### src/shared/iml_pkg.sv
package iml_pkg;

	// register indices; byte address is four times the index
	localparam logic [5:0] IML_IDX_MAIN_MASK   = 6'h16;
	localparam logic [5:0] IML_IDX_TIMER_MASK  = 6'h17;
	localparam logic [5:0] IML_IDX_ERROR_MASK  = 6'h18;
	localparam logic [5:0] IML_IDX_MAIN_STAT   = 6'h1A;
	localparam logic [5:0] IML_IDX_TIMER_STAT  = 6'h1B;
	localparam logic [5:0] IML_IDX_ERROR_STAT  = 6'h1C;

	// reset values
	localparam logic [7:0] IML_MASK_RESET      = 8'h00;
	localparam logic [7:0] IML_FLAG_RESET      = 8'h00;

	// main group field positions
	localparam int IML_MAIN_OSC        = 7;
	localparam int IML_MAIN_FIFO_LEVEL = 6;
	localparam int IML_MAIN_RX_START   = 5;
	localparam int IML_MAIN_RX_END     = 4;
	localparam int IML_MAIN_TX_END     = 3;
	localparam int IML_MAIN_COLLISION  = 2;
	localparam int IML_MAIN_RX_RESTART = 1;
	localparam int IML_MAIN_UNUSED     = 0;

	// timer and field group field positions
	localparam int IML_TMR_DIRECT_CMD  = 7;
	localparam int IML_TMR_NO_RESP     = 6;
	localparam int IML_TMR_GP_TIMER    = 5;
	localparam int IML_TMR_FIELD_ON    = 4;
	localparam int IML_TMR_FIELD_OFF   = 3;
	localparam int IML_TMR_CA_COLL     = 2;
	localparam int IML_TMR_GUARD_TIME  = 1;
	localparam int IML_TMR_BIT_RATE    = 0;

	// error and wake-up group field positions
	localparam int IML_ERR_CRC         = 7;
	localparam int IML_ERR_PARITY      = 6;
	localparam int IML_ERR_SOFT_FRAME  = 5;
	localparam int IML_ERR_HARD_FRAME  = 4;
	localparam int IML_ERR_WAKE_TIMER  = 3;
	localparam int IML_ERR_WAKE_AMPL   = 2;
	localparam int IML_ERR_WAKE_PHASE  = 1;
	localparam int IML_ERR_WAKE_CAP    = 0;

	// fifo count width in bits and level thresholds in bytes
	localparam int IML_FIFO_CNT_W      = 10;
	localparam int IML_RX_LEVEL        = 300;
	localparam int IML_TX_LEVEL        = 200;

	// one byte per interrupt group
	typedef struct packed {
		logic [7:0] mainIrq;
		logic [7:0] timerIrq;
		logic [7:0] errorIrq;
	} iml_irq_vec_t;

endpackage

### src/verilog/iml_top.sv
`timescale 1ns/1ps
module iml_top
	import iml_pkg::*;
#(
	parameter int FIFO_CNT_W = IML_FIFO_CNT_W,
	parameter int RX_LEVEL   = IML_RX_LEVEL,
	parameter int TX_LEVEL   = IML_TX_LEVEL
) (
	// clock and reset
	input  wire logic                  clk_sys,
	input  wire logic                  reset_n,
	// apb slave
	input  wire logic                  psel,
	input  wire logic                  penable,
	input  wire logic                  pwrite,
	input  wire logic [7:0]            paddr,
	input  wire logic [31:0]           pwdata,
	output logic      [31:0]           prdata,
	output logic                       pready,
	output logic                       pslverr,
	// interrupt sources, one-cycle pulses
	input  wire iml_irq_vec_t          srcEvent,
	// fifo state for the level interrupt
	input  wire logic                  rxActive,
	input  wire logic                  txActive,
	input  wire logic [FIFO_CNT_W-1:0] fifoCount,
	// interrupt to the host
	output logic                       irqOut
);

	////////////////////////////////////////////////////////////////////////
	// elaboration checks

	if (FIFO_CNT_W < 2 || FIFO_CNT_W > 16) begin : g_bad_width
		$error("fifo count width out of range");
	end
	if (RX_LEVEL >= (1 << FIFO_CNT_W) || TX_LEVEL > (1 << FIFO_CNT_W))
	begin : g_bad_level
		$error("fifo level does not fit the count width");
	end

	////////////////////////////////////////////////////////////////////////
	// declarations

	iml_irq_vec_t          maskQ;
	iml_irq_vec_t          maskD;
	iml_irq_vec_t          flagsQ;
	iml_irq_vec_t          flagsD;
	iml_irq_vec_t          setVec;
	iml_irq_vec_t          clrVec;
	logic [31:0]           prdataQ;
	logic                  preadyQ;
	logic                  pslverrQ;
	logic                  irqQ;
	logic                  levelQ;
	logic                  levelNow;
	logic                  levelEvt;
	logic [5:0]            regIdx;
	logic                  aligned;
	logic                  mapped;
	logic                  setupPhase;
	logic                  xferDone;
	logic                  wrDone;
	logic                  rdDone;
	logic [7:0]            readByte;
	logic [FIFO_CNT_W-1:0] rxLevel;
	logic [FIFO_CNT_W-1:0] txLevel;

	assign rxLevel = FIFO_CNT_W'(RX_LEVEL);
	assign txLevel = FIFO_CNT_W'(TX_LEVEL);

	////////////////////////////////////////////////////////////////////////
	// apb decode

	assign regIdx     = paddr[7:2];
	assign aligned    = (paddr[1:0] == 2'b00);
	assign setupPhase = psel && !penable;
	// pready is registered in the setup phase, so every transfer completes with no wait state
	assign xferDone   = psel && penable && preadyQ;
	assign wrDone     = xferDone && pwrite && !pslverrQ;
	assign rdDone     = xferDone && !pwrite && !pslverrQ;

	always_comb begin
		mapped = aligned;
		unique case (regIdx)
			IML_IDX_MAIN_MASK,
			IML_IDX_TIMER_MASK,
			IML_IDX_ERROR_MASK,
			IML_IDX_MAIN_STAT,
			IML_IDX_TIMER_STAT,
			IML_IDX_ERROR_STAT: mapped = aligned;
			default:            mapped = 1'b0;
		endcase
	end

	always_comb begin
		unique case (regIdx)
			IML_IDX_MAIN_MASK:  readByte = maskQ.mainIrq;
			IML_IDX_TIMER_MASK: readByte = maskQ.timerIrq;
			IML_IDX_ERROR_MASK: readByte = maskQ.errorIrq;
			IML_IDX_MAIN_STAT:  readByte = flagsQ.mainIrq;
			IML_IDX_TIMER_STAT: readByte = flagsQ.timerIrq;
			IML_IDX_ERROR_STAT: readByte = flagsQ.errorIrq;
			default:            readByte = 8'h00;
		endcase
	end

	////////////////////////////////////////////////////////////////////////
	// apb answer, all from flip-flops

	always_ff @(posedge clk_sys or negedge reset_n) begin
		if (!reset_n) begin
			prdataQ  <= 32'h0000_0000;
			preadyQ  <= 1'b0;
			pslverrQ <= 1'b0;
		end else if (setupPhase) begin
			prdataQ  <= {24'h00_0000, readByte};
			preadyQ  <= 1'b1;
			pslverrQ <= !mapped;
		end else if (xferDone) begin
			preadyQ  <= 1'b0;
			pslverrQ <= 1'b0;
		end
	end

	assign prdata  = prdataQ;
	assign pready  = preadyQ;
	assign pslverr = pslverrQ;

	////////////////////////////////////////////////////////////////////////
	// mask registers

	always_comb begin
		maskD = maskQ;
		if (wrDone) begin
			unique case (regIdx)
				IML_IDX_MAIN_MASK:  maskD.mainIrq  = pwdata[7:0];
				IML_IDX_TIMER_MASK: maskD.timerIrq = pwdata[7:0];
				IML_IDX_ERROR_MASK: maskD.errorIrq = pwdata[7:0];
				// status registers are read only; writes are dropped
				default:            maskD = maskQ;
			endcase
		end
	end

	always_ff @(posedge clk_sys or negedge reset_n) begin
		if (!reset_n) begin
			maskQ <= '{IML_MASK_RESET, IML_MASK_RESET, IML_MASK_RESET};
		end else begin
			maskQ <= maskD;
		end
	end

	////////////////////////////////////////////////////////////////////////
	// fifo level event

	always_comb begin
		levelNow = (rxActive && (fifoCount > rxLevel)) ||
			(txActive && (fifoCount < txLevel));
	end

	// edge only, else a read could never clear a lasting level
	assign levelEvt = levelNow && !levelQ;

	always_ff @(posedge clk_sys or negedge reset_n) begin
		if (!reset_n) begin
			levelQ <= 1'b0;
		end else begin
			levelQ <= levelNow;
		end
	end

	////////////////////////////////////////////////////////////////////////
	// pending flags

	always_comb begin
		setVec = srcEvent;
		setVec.mainIrq[IML_MAIN_FIFO_LEVEL] = levelEvt;
		setVec.mainIrq[IML_MAIN_UNUSED]     = 1'b0;
	end

	// clear only what the host saw, so a late event is not lost
	always_comb begin
		clrVec = '0;
		if (rdDone) begin
			unique case (regIdx)
				IML_IDX_MAIN_STAT:  clrVec.mainIrq  = prdataQ[7:0];
				IML_IDX_TIMER_STAT: clrVec.timerIrq = prdataQ[7:0];
				IML_IDX_ERROR_STAT: clrVec.errorIrq = prdataQ[7:0];
				default:            clrVec = '0;
			endcase
		end
	end

	// set wins over clear
	assign flagsD = (flagsQ & ~clrVec) | setVec;

	always_ff @(posedge clk_sys or negedge reset_n) begin
		if (!reset_n) begin
			flagsQ <= '{IML_FLAG_RESET, IML_FLAG_RESET, IML_FLAG_RESET};
		end else begin
			flagsQ <= flagsD;
		end
	end

	////////////////////////////////////////////////////////////////////////
	// interrupt output

	// next-state values keep irq aligned with the flag and mask registers
	always_ff @(posedge clk_sys or negedge reset_n) begin
		if (!reset_n) begin
			irqQ <= 1'b0;
		end else begin
			irqQ <= |(flagsD & ~maskD);
		end
	end

	assign irqOut = irqQ;

	////////////////////////////////////////////////////////////////////////
	// assertions

	logic [23:0] flatF;
	logic [23:0] flatM;

	assign flatF = flagsQ;
	assign flatM = maskQ;
endmodule // iml_top

### config.mk
export PLATFORM = sky130hd
export DESIGN_NAME = iml_top
export DESIGN_NICKNAME = d
export VERILOG_FILES = /design/src/shared/iml_pkg.sv /design/src/verilog/iml_top.sv
export SDC_FILE = /design/constraint.sdc
export NUM_CORES = 1
export LEC_CHECK = 0
export ABC_AREA = 1
export CAP_MARGIN = 20
export CORE_ASPECT_RATIO = 1.25
export CORE_MARGIN = 4
export CORE_UTILIZATION = 55
export CTS_BUF_LIST = sky130_fd_sc_hd__clkbuf_16
export DETAILED_ROUTE_END_ITERATION = 12
export DONT_BUFFER_PORTS = 1
export PLACE_DENSITY = 0.76
export SLEW_MARGIN = 30
export SYNTH_ARGS = -nofsm -noshare
export SYNTH_HDL_FRONTEND = slang
export SYNTH_SLANG_ARGS = --single-unit
### constraint.sdc
create_clock -name clk_sys -period 2 [get_ports clk_sys]
set_input_delay 0.4 -clock clk_sys [delete_from_list [all_inputs] [get_ports clk_sys]]
set_output_delay 0.4 -clock clk_sys [all_outputs]
set_load 0.03 [all_outputs]
== Word-level counts from Yosys, hierarchy flattened ==
Cells that the tools add are included.
Cells by class
  bitwise operators: 5
  muxes and demuxes: 13
  reductions and logical operators: 20
  equality and inequality tests: 6
  $lt $le $gt $ge: 2
Operator list (count)
  $and A24 B24 Y24: 2
  $mux W24: 2
  $mux W8: 6
  $not A24 Y24: 2
  $pmux W8 S6: 1
  $eq A6 B5 Y1 const B: 6
  $or A24 B24 Y24: 1
  $reduce_or A24 Y1: 1
  $gt A10 B9 Y1 const B: 1
  $logic_and A1 B1 Y1: 10
  $lt A10 B8 Y1 const B: 1
  $reduce_or A6 Y1: 1
  $logic_not A1 Y1: 5
  $mux W1: 4
  $logic_not A2 Y1: 1
  $reduce_bool A2 Y1: 1
  $logic_or A1 B1 Y1: 1
Storage, ports and cells
  logic and storage cells: 57
  input bits: 81
  bits in registers: 60

== Depth between registers and ports, before layout ==
Gate-level depths: netlist (run 1).
  word-level depth: 10
  depth in mapped cells: 13
  depth with buffers taken out: 13

== Worst setup path before layout (run 1) ==
No wires, ideal clock.
  path type: reg-to-reg
  from: register preadyQ, in the netlist pready
  to: register irqQ, in the netlist irqOut
  cell stages (with the launch flop): 11
  clock period less this slack: 1.753 ns
  setup slack: 0.247 ns
  data arrival time: 1.635 ns
  path through: dfrtp_1 -> nand2_2 -> nor3_4 -> buf_4 -> nand3_1 -> nand2_1 -> a21oi_1 -> nor2_1 -> nand2_1 -> nor2_1 -> nand2_1
RTL lines
  start, declared: line iml_top.sv:52  | logic preadyQ;
  start signal, assigned: line iml_top.sv:114  | preadyQ <= 1'b0;
  start signal, assigned: line iml_top.sv:118  | preadyQ <= 1'b1;
  start signal, assigned: line iml_top.sv:121  | preadyQ <= 1'b0;
  end signal, assigned: line iml_top.sv:214  | irqQ <= |(flagsD & ~maskD);
  end, declared: line iml_top.sv:54  | logic irqQ;

== Worst setup path in the final report (run 1) ==
  from: register pslverrQ, in the netlist pslverr
  to: register irqQ, in the netlist irqOut
Between the ends
  word-level cells in the longest chain between the ends: 8
Ends and longest elaborated chain
  start, declared: line iml_top.sv:53  | logic pslverrQ;
  start signal, assigned: line iml_top.sv:119  | pslverrQ <= !mapped;
  $logic_not A1 Y1 *: line iml_top.sv:80, iml_top.sv:81
  $logic_and A1 B1 Y1: line iml_top.sv:81  | assign rdDone = xferDone && !pwrite && !pslverrQ;
  $mux W24: line iml_top.sv:185  | if (rdDone) begin
  $not A24 Y24: line iml_top.sv:196  | assign flagsD = (flagsQ & ~clrVec) | setVec;
  $and A24 B24 Y24: line iml_top.sv:196
  $or A24 B24 Y24: line iml_top.sv:196
  $and A24 B24 Y24 *: line iml_top.sv:214
  $reduce_or A24 Y1 *: line iml_top.sv:214
Every way passes the cells marked *; elsewhere a longest branch is shown, timed or not.
A chain may end at the register's enable or synchronous reset.

==> results_dict.tcl, run 1 <==
set metrics [dict create \
    die_h_um 96.6 \
    drtPass1Iterations 4 \
    slowest_delay_ns 0.40 \
    worst-endpoint-required_ns 2.22 \
    power.density_cell_area_mw_per_mm2 799 \
    syn_area_per_cell_sq_um 7.32 \
    rsz0062_at_grt "no" \
    areaGrowthSynthToFinish_pct 15.1 \
    crit_path_max_fanout 8 \
    io_buffer_count 0 \
    proportion_of_layout_cells_with_a_drive_suffix_above_1 0.119 \
    grt_pass1_vias 2871 \
    fill_cells 527 \
    timing.critical_path.arrival_ns 2.08 \
    die_ar_sq_mm 0.00762 \
    ctsHtreeMaxLevel 3 \
    drc_marker_count_from_the_first_detailed_route_iteration 214 \
    totalNegativeSetupSlack_ns 0 \
    cts_num_sinks 60 \
    yosys_warnings 0 \
    worst_r2r_startpoint "pslverr$_DFFE_PN0P_" \
    path_buf_inv 3 \
    ios 116 \
    hold_path_startpoint "srcEvent[3]" \
    critical_path_class "reg -> reg" \
    timing.fmax_mhz 536 \
    num_vias 3007 \
    register_area_share_after_synthesis 0.435 \
    detail_route.vias_per_cell 5.10 \
    place_inst 568 \
    route.detailed.wl_per_inst_um 15.1 \
    design.core.area_sq_mm 0.00613 \
    final.period_utilization 0.932 \
    ant_nets 0 \
    grt_antenna_before_repair 1 \
    dpl.hpwl_mm 6.35 \
    cp_common_cell "sky130_fd_sc_hd__nand2_1" \
    ys_ff_latch 60 \
    grt_start_max_net_pins 61 \
    grt_first_pass_wirelength_mm 13.8 \
    initial_utilization 0.564 \
    clk_pin_slew_worst_paths_ns 0.05 \
    finish.instance_area_sq_mm 0.00398 \
    clk_path_buf_depth 2 \
    crit_path_top_delay_cell "sky130_fd_sc_hd__dfrtp_1" \
    yosys-top-cells-area "sky130_fd_sc_hd__dfrtp_1 (43%), sky130_fd_sc_hd__nand2_1 (14%), sky130_fd_sc_hd__inv_1 (11%)" \
    crit_family "simple AND/OR/NAND/NOR gates" \
    cp_cell_sequence "inv_2, nand2_1, nor3_4, buf_6, buf_6, nand2_4, nand2_1, nand2_1, nand2_1, nand2_1, nor2_1, nand2_1, nor2_1, nand2_1" \
    clk-insertion-delay-late_ns 0.33 \
    syn-cell-area_sq_mm 0.00345 \
    min_path_type "in -> reg" \
    cp-startpoint "pslverr$_DFFE_PN0P_" \
    worst_ir_drop_vdd_mv 0.660 \
    yosys.area.top_type "sky130_fd_sc_hd__dfrtp_1" \
    chipWidth_um 78.9 \
    instances_no_fill 590 \
    yosysTopAreaCellShare 0.435 \
    congestion_overflow_gr 0 \
    worst_clock_skew_ns 0.00398 \
    setup_violations 0 \
    status "finished, final reports clean" \
    synth_cell_types 28 \
    timing.final.crit_period_ns 1.86 \
    postSynthCellCount 472 \
    slew_violations 0 \
    cts_tree "yes" \
    place_congestion 0.954 \
    endpoint_kind "register" \
    worstSetupStartpointType "register" \
    hold_violations 0 \
    grtUsageTotal 0.243 \
    number_of_placement_rows 32 \
    num-nets-final 580 \
    final_core_utilization 0.649 \
    cap_violations 0 \
    place_area_sq_mm 0.00359 \
    cts_inserted_buffers 9 \
    ctsRootBufferMaster "sky130_fd_sc_hd__clkbuf_16" \
    drc 0 \
    routed_wl_mm 8.92 \
    total_power_mw 3.17 \
    p_leak_nw 2.24 \
]
[path summary, 6_finish.rpt]
path                            cells after the start  slack (ns)                   to
worst min-delay path                                2        0.19  flagsQ[3]$_DFF_PN0_
worst min register to register                      2        0.51  flatM[11]$_DFF_PN0_
worst max register to register                     14        0.14     irqOut$_DFF_PN0_
max in group asynchronous                           2        1.12   flatM[5]$_DFF_PN0_
min in group asynchronous                           2        0.63  flagsQ[8]$_DFF_PN0_
worst max-delay path                               14        0.14     irqOut$_DFF_PN0_
[layout by cell type (no fill, tap or decap), types with 4 or more instances in the layout]
master                      count
sky130_fd_sc_hd__nand2_1      129
sky130_fd_sc_hd__inv_1        101
sky130_fd_sc_hd__dfrtp_1       60
sky130_fd_sc_hd__nor2_1        28
sky130_fd_sc_hd__nand3_1       27
sky130_fd_sc_hd__conb_1        24
sky130_fd_sc_hd__o22ai_1       22
sky130_fd_sc_hd__buf_4         16
sky130_fd_sc_hd__o21ai_1       12
sky130_fd_sc_hd__nor3_1        11
sky130_fd_sc_hd__o21bai_1      10
sky130_fd_sc_hd__clkbuf_16      9
sky130_fd_sc_hd__o21ai_0        7
sky130_fd_sc_hd__nor2_2         6
sky130_fd_sc_hd__inv_2          5
sky130_fd_sc_hd__nand2_2        4
sky130_fd_sc_hd__a21oi_1        4
[cell families after synthesis]
group / Yosys count / synth area share
flops: 60 / 0.435
simple gates: 216 / 0.283
buf+inv: 135 / 0.175
compound gates: 60 / 0.107
other cells: 1 / 0.00109
[state kept, by name, indices dropped and copies added (netlist names)]
name,cells
levelQ,1
flatM,24
irqOut,1
pslverr,1
prdata,8
pready,1
flagsQ,24
[Yosys cell counts]
| master | instances |
|---|---|
| sky130_fd_sc_hd__dfrtp_1 | 60 |
| sky130_fd_sc_hd__nor2_8 | 2 |
| sky130_fd_sc_hd__nand2_1 | 129 |
| sky130_fd_sc_hd__nor2_1 | 28 |
| sky130_fd_sc_hd__o21bai_1 | 10 |
| sky130_fd_sc_hd__buf_4 | 25 |
| sky130_fd_sc_hd__a21oi_1 | 4 |
| sky130_fd_sc_hd__inv_1 | 101 |
| sky130_fd_sc_hd__nor3_1 | 11 |
| sky130_fd_sc_hd__nand2_2 | 5 |
| sky130_fd_sc_hd__nor3_4 | 1 |
| sky130_fd_sc_hd__o21ai_1 | 12 |
| sky130_fd_sc_hd__nor2_4 | 2 |
| sky130_fd_sc_hd__o211ai_1 | 1 |
| sky130_fd_sc_hd__o22ai_1 | 22 |
| sky130_fd_sc_hd__nor3b_1 | 1 |
| sky130_fd_sc_hd__nand2_4 | 1 |
| sky130_fd_sc_hd__inv_2 | 5 |
| sky130_fd_sc_hd__nand3_2 | 3 |
| sky130_fd_sc_hd__a221oi_1 | 2 |
| sky130_fd_sc_hd__o21ai_0 | 7 |
| sky130_fd_sc_hd__nor2_2 | 6 |
| sky130_fd_sc_hd__conb_1 | 1 |
| sky130_fd_sc_hd__o21ai_2 | 1 |
| sky130_fd_sc_hd__nand3_1 | 27 |
| sky130_fd_sc_hd__a22oi_1 | 1 |
| sky130_fd_sc_hd__buf_2 | 2 |
| sky130_fd_sc_hd__clkbuf_1 | 2 |
[layout make-up]
type	count	area [sq um]	share of cell area
sequential	60	1500	0.378
timing repair buffer	22	220	0.0554
clock buffer	9	225	0.0567
antenna	1	2.50	0.000630
inverter	106	398	0.100
tap	85	106	0.0268
clock inverter	7	81.3	0.0205
multi-input combinational	300	1440	0.362
[repair_timing]
item                       4_1_cts  5_1_grt
resized for setup                0        3
hold buffers                     2        0
buffers inserted                 0        3
setup endpoints to repair        0        1
hold endpoints to repair        60        0
[metrics by stage]
| stage | setup WS [ns] | hold slack, ns |
|---|---|---|
| global route | 0.00585 | 0.201 |
| detailed placement | 0.119 | 0.106 |
| CTS | 0.136 | 0.189 |
| finish | 0.135 | 0.192 |
| global placement | 0.154 | 0.106 |
| floorplan | 0.247 | 0.104 |
[layer usage]
metal / global-route usage / routed length [um] / vias up
met5: 0 / 0 / -
li1: - / - / 1460
met4: 0.117 / 296 / 0
met3: 0.0677 / 772 / 27
met1: 0.295 / 3400 / 1379
met2: 0.402 / 4450 / 141
[report_power, final]
part,internal (mW),switching [mW]
Combinational,0.0808,0.212
Sequential,1.24,0.0441
Clock,1.07,0.524
Note: power is estimated with default switching activity, not from simulation.
==> run 2: changes to the inputs <==
--- a/config.mk
+++ b/config.mk
@@ -7,13 +7,16 @@
 export LEC_CHECK = 0
 export ABC_AREA = 1
 export CAP_MARGIN = 20
+export CELL_PAD_IN_SITES_DETAIL_PLACEMENT = 0
+export CELL_PAD_IN_SITES_GLOBAL_PLACEMENT = 2
 export CORE_ASPECT_RATIO = 1.25
 export CORE_MARGIN = 4
-export CORE_UTILIZATION = 55
+export CORE_UTILIZATION = 34
 export CTS_BUF_LIST = sky130_fd_sc_hd__clkbuf_16
 export DETAILED_ROUTE_END_ITERATION = 12
 export DONT_BUFFER_PORTS = 1
-export PLACE_DENSITY = 0.76
+export PLACE_DENSITY = 0.85
+export SKIP_LAST_GASP = 1
 export SLEW_MARGIN = 30
 export SYNTH_ARGS = -nofsm -noshare
 export SYNTH_HDL_FRONTEND = slang
==> run 2 against run 1 <==
Via count fell by 1.3%. Critical path depth did not move. Global-route usage fell by 7.2 points. Cell count rose by 8.8%. Clock power fell by 16%. Worst setup slack improved by 0.018 ns. First-iteration DRC count fell by 47%. Hold slack got worse by 0.010 ns. Register-to-register slack improved by 0.02 ns. Wire length rose by 12%. Total power fell by 7.8%. Sequential cell count did not move. Largest power group unchanged.
==> results_dict.tcl, run 2 (synthesis results as in run 1) <==
set metrics [dict create \
    rrSetupSlack_ns 0.15 \
    initial_utilization 0.354 \
    cp_cell_sequence "inv_2, nand2_1, nor3_4, buf_12, buf_6, nand2_8, nand2_1, nand2_1, nand2_1, nand2_1, nor2_1, nand2_1, nor2_1, nand2_1" \
    timing.critical_path.arrival_ns 2.07 \
    reg2reg_depth 14 \
    drtPass1Iterations 4 \
    totalNegativeSetupSlack_ns 0 \
    seq_power_share 0.432 \
    chipWidth_um 98.1 \
    worstHoldPathCells 2 \
    detail_route.vias_per_cell 4.62 \
    cp-startpoint "pslverr$_DFFE_PN0P_" \
    die_ar_sq_mm 0.0118 \
    status "finished, final reports clean" \
    place_congestion 0.843 \
    worst_ir_drop_vdd_mv 0.340 \
    clk-insertion-delay-late_ns 0.33 \
    congestion_overflow_gr 0 \
    number_of_placement_rows 40 \
    hold_violations 0 \
    clk_pin_slew_worst_paths_ns 0.05 \
    clk_path_buf_depth 2 \
    dp_worst_setup_slack_ns 0.0929 \
    critical_path_class "reg -> reg" \
    grt-busiest-layer "met2" \
    share_clk_of_total_power 0.454 \
    worst_r2r_startpoint "pslverr$_DFFE_PN0P_" \
    routed_wl_mm 10.0 \
    grt_pass1_vias 2863 \
    ant_nets 0 \
    final_core_utilization 0.418 \
    timing.fmax_mhz 541 \
    grt_start_max_net_pins 61 \
    instances_no_fill 642 \
    most_common_cell_after_layout_fill_and_taps_aside "sky130_fd_sc_hd__nand2_1" \
    hold-path-endpoint "flagsQ[11]$_DFF_PN0_" \
    fin_ws_ns 0.153 \
    grt_antenna_before_repair 1 \
    drc_marker_count_from_the_first_detailed_route_iteration 113 \
    slew_violations 0 \
    setup_violations 0 \
    power.switching_mw 0.786 \
    route.detailed.wl_per_inst_um 15.6 \
    io_buffer_count 0 \
    final.period_utilization 0.924 \
    grt_first_pass_wirelength_mm 15.2 \
    hold_path_startpoint "srcEvent[11]" \
    die_h_um 121 \
    slowest_delay_ns 0.40 \
    min_path_type "in -> reg" \
    cp_common_cell "sky130_fd_sc_hd__nand2_1" \
    drc 0 \
    dpl.hpwl_mm 7.17 \
    worst-endpoint-required_ns 2.22 \
    crit_path_top_delay_cell "sky130_fd_sc_hd__dfrtp_1" \
    num_vias 2969 \
    met3_usage 0.0502 \
    worst_clock_skew_ns 0.00601 \
    ctsRootBufferMaster "sky130_fd_sc_hd__clkbuf_16" \
    endpoint_kind "register" \
    most-common-layout-cells "sky130_fd_sc_hd__nand2_1 (129), sky130_fd_sc_hd__inv_1 (104), sky130_fd_sc_hd__dfrtp_1 (60)" \
    cap_violations 0 \
    reg2reg_to "irqOut$_DFF_PN0_" \
    worstSetupStartpointType "register" \
    rsz0062_at_grt "no" \
    cts_tree "yes" \
    ctsHtreeMaxLevel 3 \
    design.core.area_sq_mm 0.00976 \
    grtUsageTotal 0.171 \
    comb_power_share 0.113 \
    gr-usage-met1 0.210 \
    place_inst 618 \
    internal_power_mw 2.14 \
    cts_inserted_buffers 9 \
    power.switching_fraction 0.268 \
    num-nets-final 591 \
    proportion_of_layout_cells_with_a_drive_suffix_above_1 0.134 \
    p_leak_nw 2.28 \
    areaGrowthSynthToFinish_pct 18.2 \
    crit_path_max_fanout 8 \
    hold_slack_ns 0.182 \
    power.density_cell_area_mw_per_mm2 717 \
    grtUsageMet2 0.280 \
    ios 116 \
    timing.final.crit_period_ns 1.85 \
    cts_num_sinks 60 \
]
[run 2: cell count changes in the layout (fill, tap and decap cells not counted)]
| cell | delta |
|---|---|
| sky130_fd_sc_hd__buf_4 | +11 |
| sky130_fd_sc_hd__bufinv_16 | -2 |
| sky130_fd_sc_hd__nand2_2 | -1 |
| sky130_fd_sc_hd__inv_1 | +3 |
| sky130_fd_sc_hd__nor2_2 | +1 |
| sky130_fd_sc_hd__nor2_1 | -1 |
| sky130_fd_sc_hd__buf_12 | +1 |
| sky130_fd_sc_hd__buf_6 | -1 |
| sky130_fd_sc_hd__nand2_8 | +1 |
| sky130_fd_sc_hd__clkinv_2 | -1 |
[run 2: critical path, delay by kind of cell (launching register included)]
family / cells / cell delay [ns]
and+or+nand+nor: 11 / 0.99
DFF: 1 / 0.40
buffers and inverters: 3 / 0.35
[run 2: how the worst max path moves through the flow]
stage,endpoint,slack (ns),cells after the start
final,irqOut$_DFF_PN0_,0.15,14
after global routing,irqOut$_DFF_PN0_,0.00008,14
after CTS,irqOut$_DFF_PN0_,0.11,11
after detailed placement,irqOut$_DFF_PN0_,0.09,11
after global placement,irqOut$_DFF_PN0_,0.1,11
after floorplan,irqOut$_DFF_PN0_,0.25,10
[run 2: stage by stage]
stage / power [mW] / instance area [sq um]
3_3_place_gp: 1.57 / 3700
6_report: 2.93 / 4080
5_1_grt: 3.04 / 4080
2_1_floorplan: 1.53 / 3540
3_5_place_dp: 1.58 / 3700
4_1_cts: 2.94 / 3990
[run 2: metal layers]
layer,vias to the layer above,wire length [um]
met5,-,0
met4,0,206
met3,16,718
met2,96,4840
met1,1377,4250
li1,1480,-
[run 2: area by class of cell]
class	instances	area, sq um
Timing Repair Buffer	33	312
Clock buffer	9	225
Tap cell	126	158
Multi-Input combinational cell	300	1460
Fill cell	1041	5680
Sequential cell	60	1500
Inverter	106	398
Antenna cell	1	2.50
Clock inverter	7	27.5
[run 2: timing repair]
action,4_1_cts,5_1_grt
setup buffers,0,5
hold buffers,2,0
endpoints found under the hold margin,60,0
setup endpoints to repair,0,1
gates resized for setup,0,5
[run 2: power groups by stage]
stage | Combinational [mW] | Sequential (mW) | Clock [mW]
2_1_floorplan | 0.213 | 1.32 | 0
3_3_place_gp | 0.287 | 1.28 | 0
3_5_place_dp | 0.290 | 1.29 | 0
4_1_cts | 0.326 | 1.27 | 1.35
5_1_grt | 0.365 | 1.27 | 1.41
6_report | 0.331 | 1.27 | 1.33
==> run 3: changes to the inputs <==
--- a/config.mk
+++ b/config.mk
@@ -15,7 +15,7 @@
 export CTS_BUF_LIST = sky130_fd_sc_hd__clkbuf_16
 export DETAILED_ROUTE_END_ITERATION = 12
 export DONT_BUFFER_PORTS = 1
-export PLACE_DENSITY = 0.85
+export PLACE_DENSITY_LB_ADDON = 0.2
 export SKIP_LAST_GASP = 1
 export SLEW_MARGIN = 30
 export SYNTH_ARGS = -nofsm -noshare
==> run 3 against run 2 <==
Clock-buffer cell count stayed put. Register-to-register slack worse by 0.02 ns. Worst setup slack lost 0.017 ns. Largest power group unchanged. Maximum frequency fell by 0.90%. Sequential cell count unchanged. Critical endpoint unchanged. Clock skew fell by 0.0018 ns. Cell count up 0.93%.
==> results_dict.tcl, run 3 (synthesis results as in run 1) <==
set metrics [dict create \
    seq_power_share 0.407 \
    num_vias 3013 \
    cp_cell_sequence "inv_2, nand2_2, nor3_4, buf_6, nand2_8, nand2_1, nand2_1, nand2_1, nand2_1, nor2_2, nand2_1, nor2_1, nand2_1" \
    num-nets-final 598 \
    rsz0062_at_grt "yes" \
    timing.fmax_mhz 537 \
    timing.critical_path.arrival_ns 2.08 \
    gr-usage-met1 0.230 \
    die_ar_sq_mm 0.0118 \
    internal_power_mw 2.29 \
    ctsRootBufferMaster "sky130_fd_sc_hd__clkbuf_16" \
    congestion_overflow_gr 0 \
    share_clk_of_total_power 0.481 \
    design.core.area_sq_mm 0.00976 \
    min_path_type "in -> reg" \
    path_buf_inv 2 \
    slowest_delay_ns 0.41 \
    endpoint_kind "register" \
    crit_path_max_fanout 8 \
    cts_num_sinks 60 \
    worst_ir_drop_vdd_mv 0.336 \
    worstSetupStartpointType "register" \
    route.detailed.wl_per_inst_um 16.1 \
    final.period_utilization 0.932 \
    fin_ws_ns 0.136 \
    crit_path_top_delay_cell "sky130_fd_sc_hd__dfrtp_1" \
    insertedDiodeCount 0 \
    drc 0 \
    cp_common_cell "sky130_fd_sc_hd__nand2_1" \
    slew_violations 0 \
    die_h_um 121 \
    most-common-layout-cells "sky130_fd_sc_hd__nand2_1 (122), sky130_fd_sc_hd__inv_1 (102), sky130_fd_sc_hd__dfrtp_1 (60)" \
    areaGrowthSynthToFinish_pct 22.3 \
    dpl.hpwl_mm 7.53 \
    grt_pass1_vias 2892 \
    grtUsageTotal 0.177 \
    critical_path_class "reg -> reg" \
    grt-busiest-layer "met2" \
    grt_antenna_before_repair 0 \
    hold_slack_ns 0.185 \
    setup_violations 0 \
    met3_usage 0.0323 \
    io_buffer_count 0 \
    clk_path_buf_depth 2 \
    drc_marker_count_from_the_first_detailed_route_iteration 157 \
    number_of_placement_rows 40 \
    grt_start_max_net_pins 61 \
    ctsHtreeMaxLevel 3 \
    clk_pin_slew_worst_paths_ns 0.05 \
    place_congestion 0.792 \
    timing.max_slew.rel_slack 0.664 \
    routed_wl_mm 10.4 \
    crit_family "simple AND/OR/NAND/NOR gates" \
    dp_worst_setup_slack_ns 0.0690 \
    initial_utilization 0.354 \
    comb_power_share 0.112 \
    power.density_cell_area_mw_per_mm2 735 \
    chipWidth_um 98.1 \
    ant_nets 0 \
    most_common_cell_after_layout_fill_and_taps_aside "sky130_fd_sc_hd__nand2_1" \
    power.switching_mw 0.813 \
    drtPass1Iterations 5 \
    ios 116 \
    proportion_of_layout_cells_with_a_drive_suffix_above_1 0.167 \
    status "finished, final reports clean" \
    grtUsageMet2 0.285 \
    cap_violations 0 \
    cts_inserted_buffers 9 \
    clk-insertion-delay-late_ns 0.33 \
    cts_tree "yes" \
    grt_first_pass_wirelength_mm 15.8 \
    power.switching_fraction 0.262 \
    worst-endpoint-required_ns 2.21 \
    detail_route.vias_per_cell 4.65 \
    worst_clock_skew_ns 0.00420 \
    timing.final.crit_period_ns 1.86 \
    hold_violations 0 \
    p_leak_nw 2.30 \
    transition_at_the_pin_with_the_smallest_max_transition_slack_ns 0.503 \
]
==> run 3: cell types whose count changed in the layout (fill, tap and decap cells not counted), moves of 2 or more <==
cell                      delta
sky130_fd_sc_hd__nand2_8     +2
sky130_fd_sc_hd__inv_1       -2
sky130_fd_sc_hd__nand2_2     +7
sky130_fd_sc_hd__buf_4       +3
sky130_fd_sc_hd__nand2_4     -2
sky130_fd_sc_hd__nand2_1     -7
sky130_fd_sc_hd__buf_6       +3
==> run 3: power groups by stage <==
| stage | registers (mW) | clock network (mW) | logic (mW) |
|---|---|---|---|
| 2_1_floorplan | 1.32 | 0 | 0.213 |
| 3_5_place_dp | 1.29 | 0 | 0.300 |
| 3_3_place_gp | 1.28 | 0 | 0.298 |
| 4_1_cts | 1.26 | 1.53 | 0.337 |
| 5_1_grt | 1.27 | 1.57 | 0.380 |
| 6_report | 1.26 | 1.49 | 0.347 |
==> run 3: cell type report <==
type,count,area [sq um]
inverters,106,398
multi-input cells,300,1490
repair buffers,40,388
well taps,126,158
clock buffers,9,225
flip-flops and latches,60,1500
clock inverters,7,58.8
fillers,1040,5540
==> run 3: stage by stage <==
stage	setup TNS, ns	total power [mW]	util	instance area [sq um]	cells
after global placement	0	1.58	0.389	3800	626
final	0	3.10	0.433	4220	648
after floorplan	0	1.53	-	3540	495
after global routing	-0.0241	3.22	0.433	4220	648
after CTS	0	3.13	0.422	4120	644
after detailed placement	0	1.59	0.389	3800	626
==> run 3: what timing repair did <==
item	in CTS	in global routing
resized for setup	0	19
buffers inserted	0	4
endpoints found under the hold margin	60	0
setup endpoints to repair	0	1
hold buffers	2	0
==> run 3: metal layers <==
metal	vias to the layer above	wire length (um)	share of wire
li1	1500	-	-
met1	1393	4510	0.43
met2	104	4950	0.47
met3	16	678	0.065
met4	0	301	0.029
met5	-	0	0
==> run 3: final timing paths <==
kind	startpoint	to	slack (ns)	depth (start not counted)
worst max-delay path	pslverr$_DFFE_PN0P_	irqOut$_DFF_PN0_	0.14	13
worst min-delay path	srcEvent[11]	flagsQ[11]$_DFF_PN0_	0.18	2
worst max register to register	pslverr$_DFFE_PN0P_	irqOut$_DFF_PN0_	0.14	13
worst min register to register	flagsQ[6]$_DFF_PN0_	flagsQ[6]$_DFF_PN0_	0.50	2
max in group asynchronous	reset_n	flagsQ[19]$_DFF_PN0_	1.10	2
min in group asynchronous	reset_n	flagsQ[2]$_DFF_PN0_	0.60	2
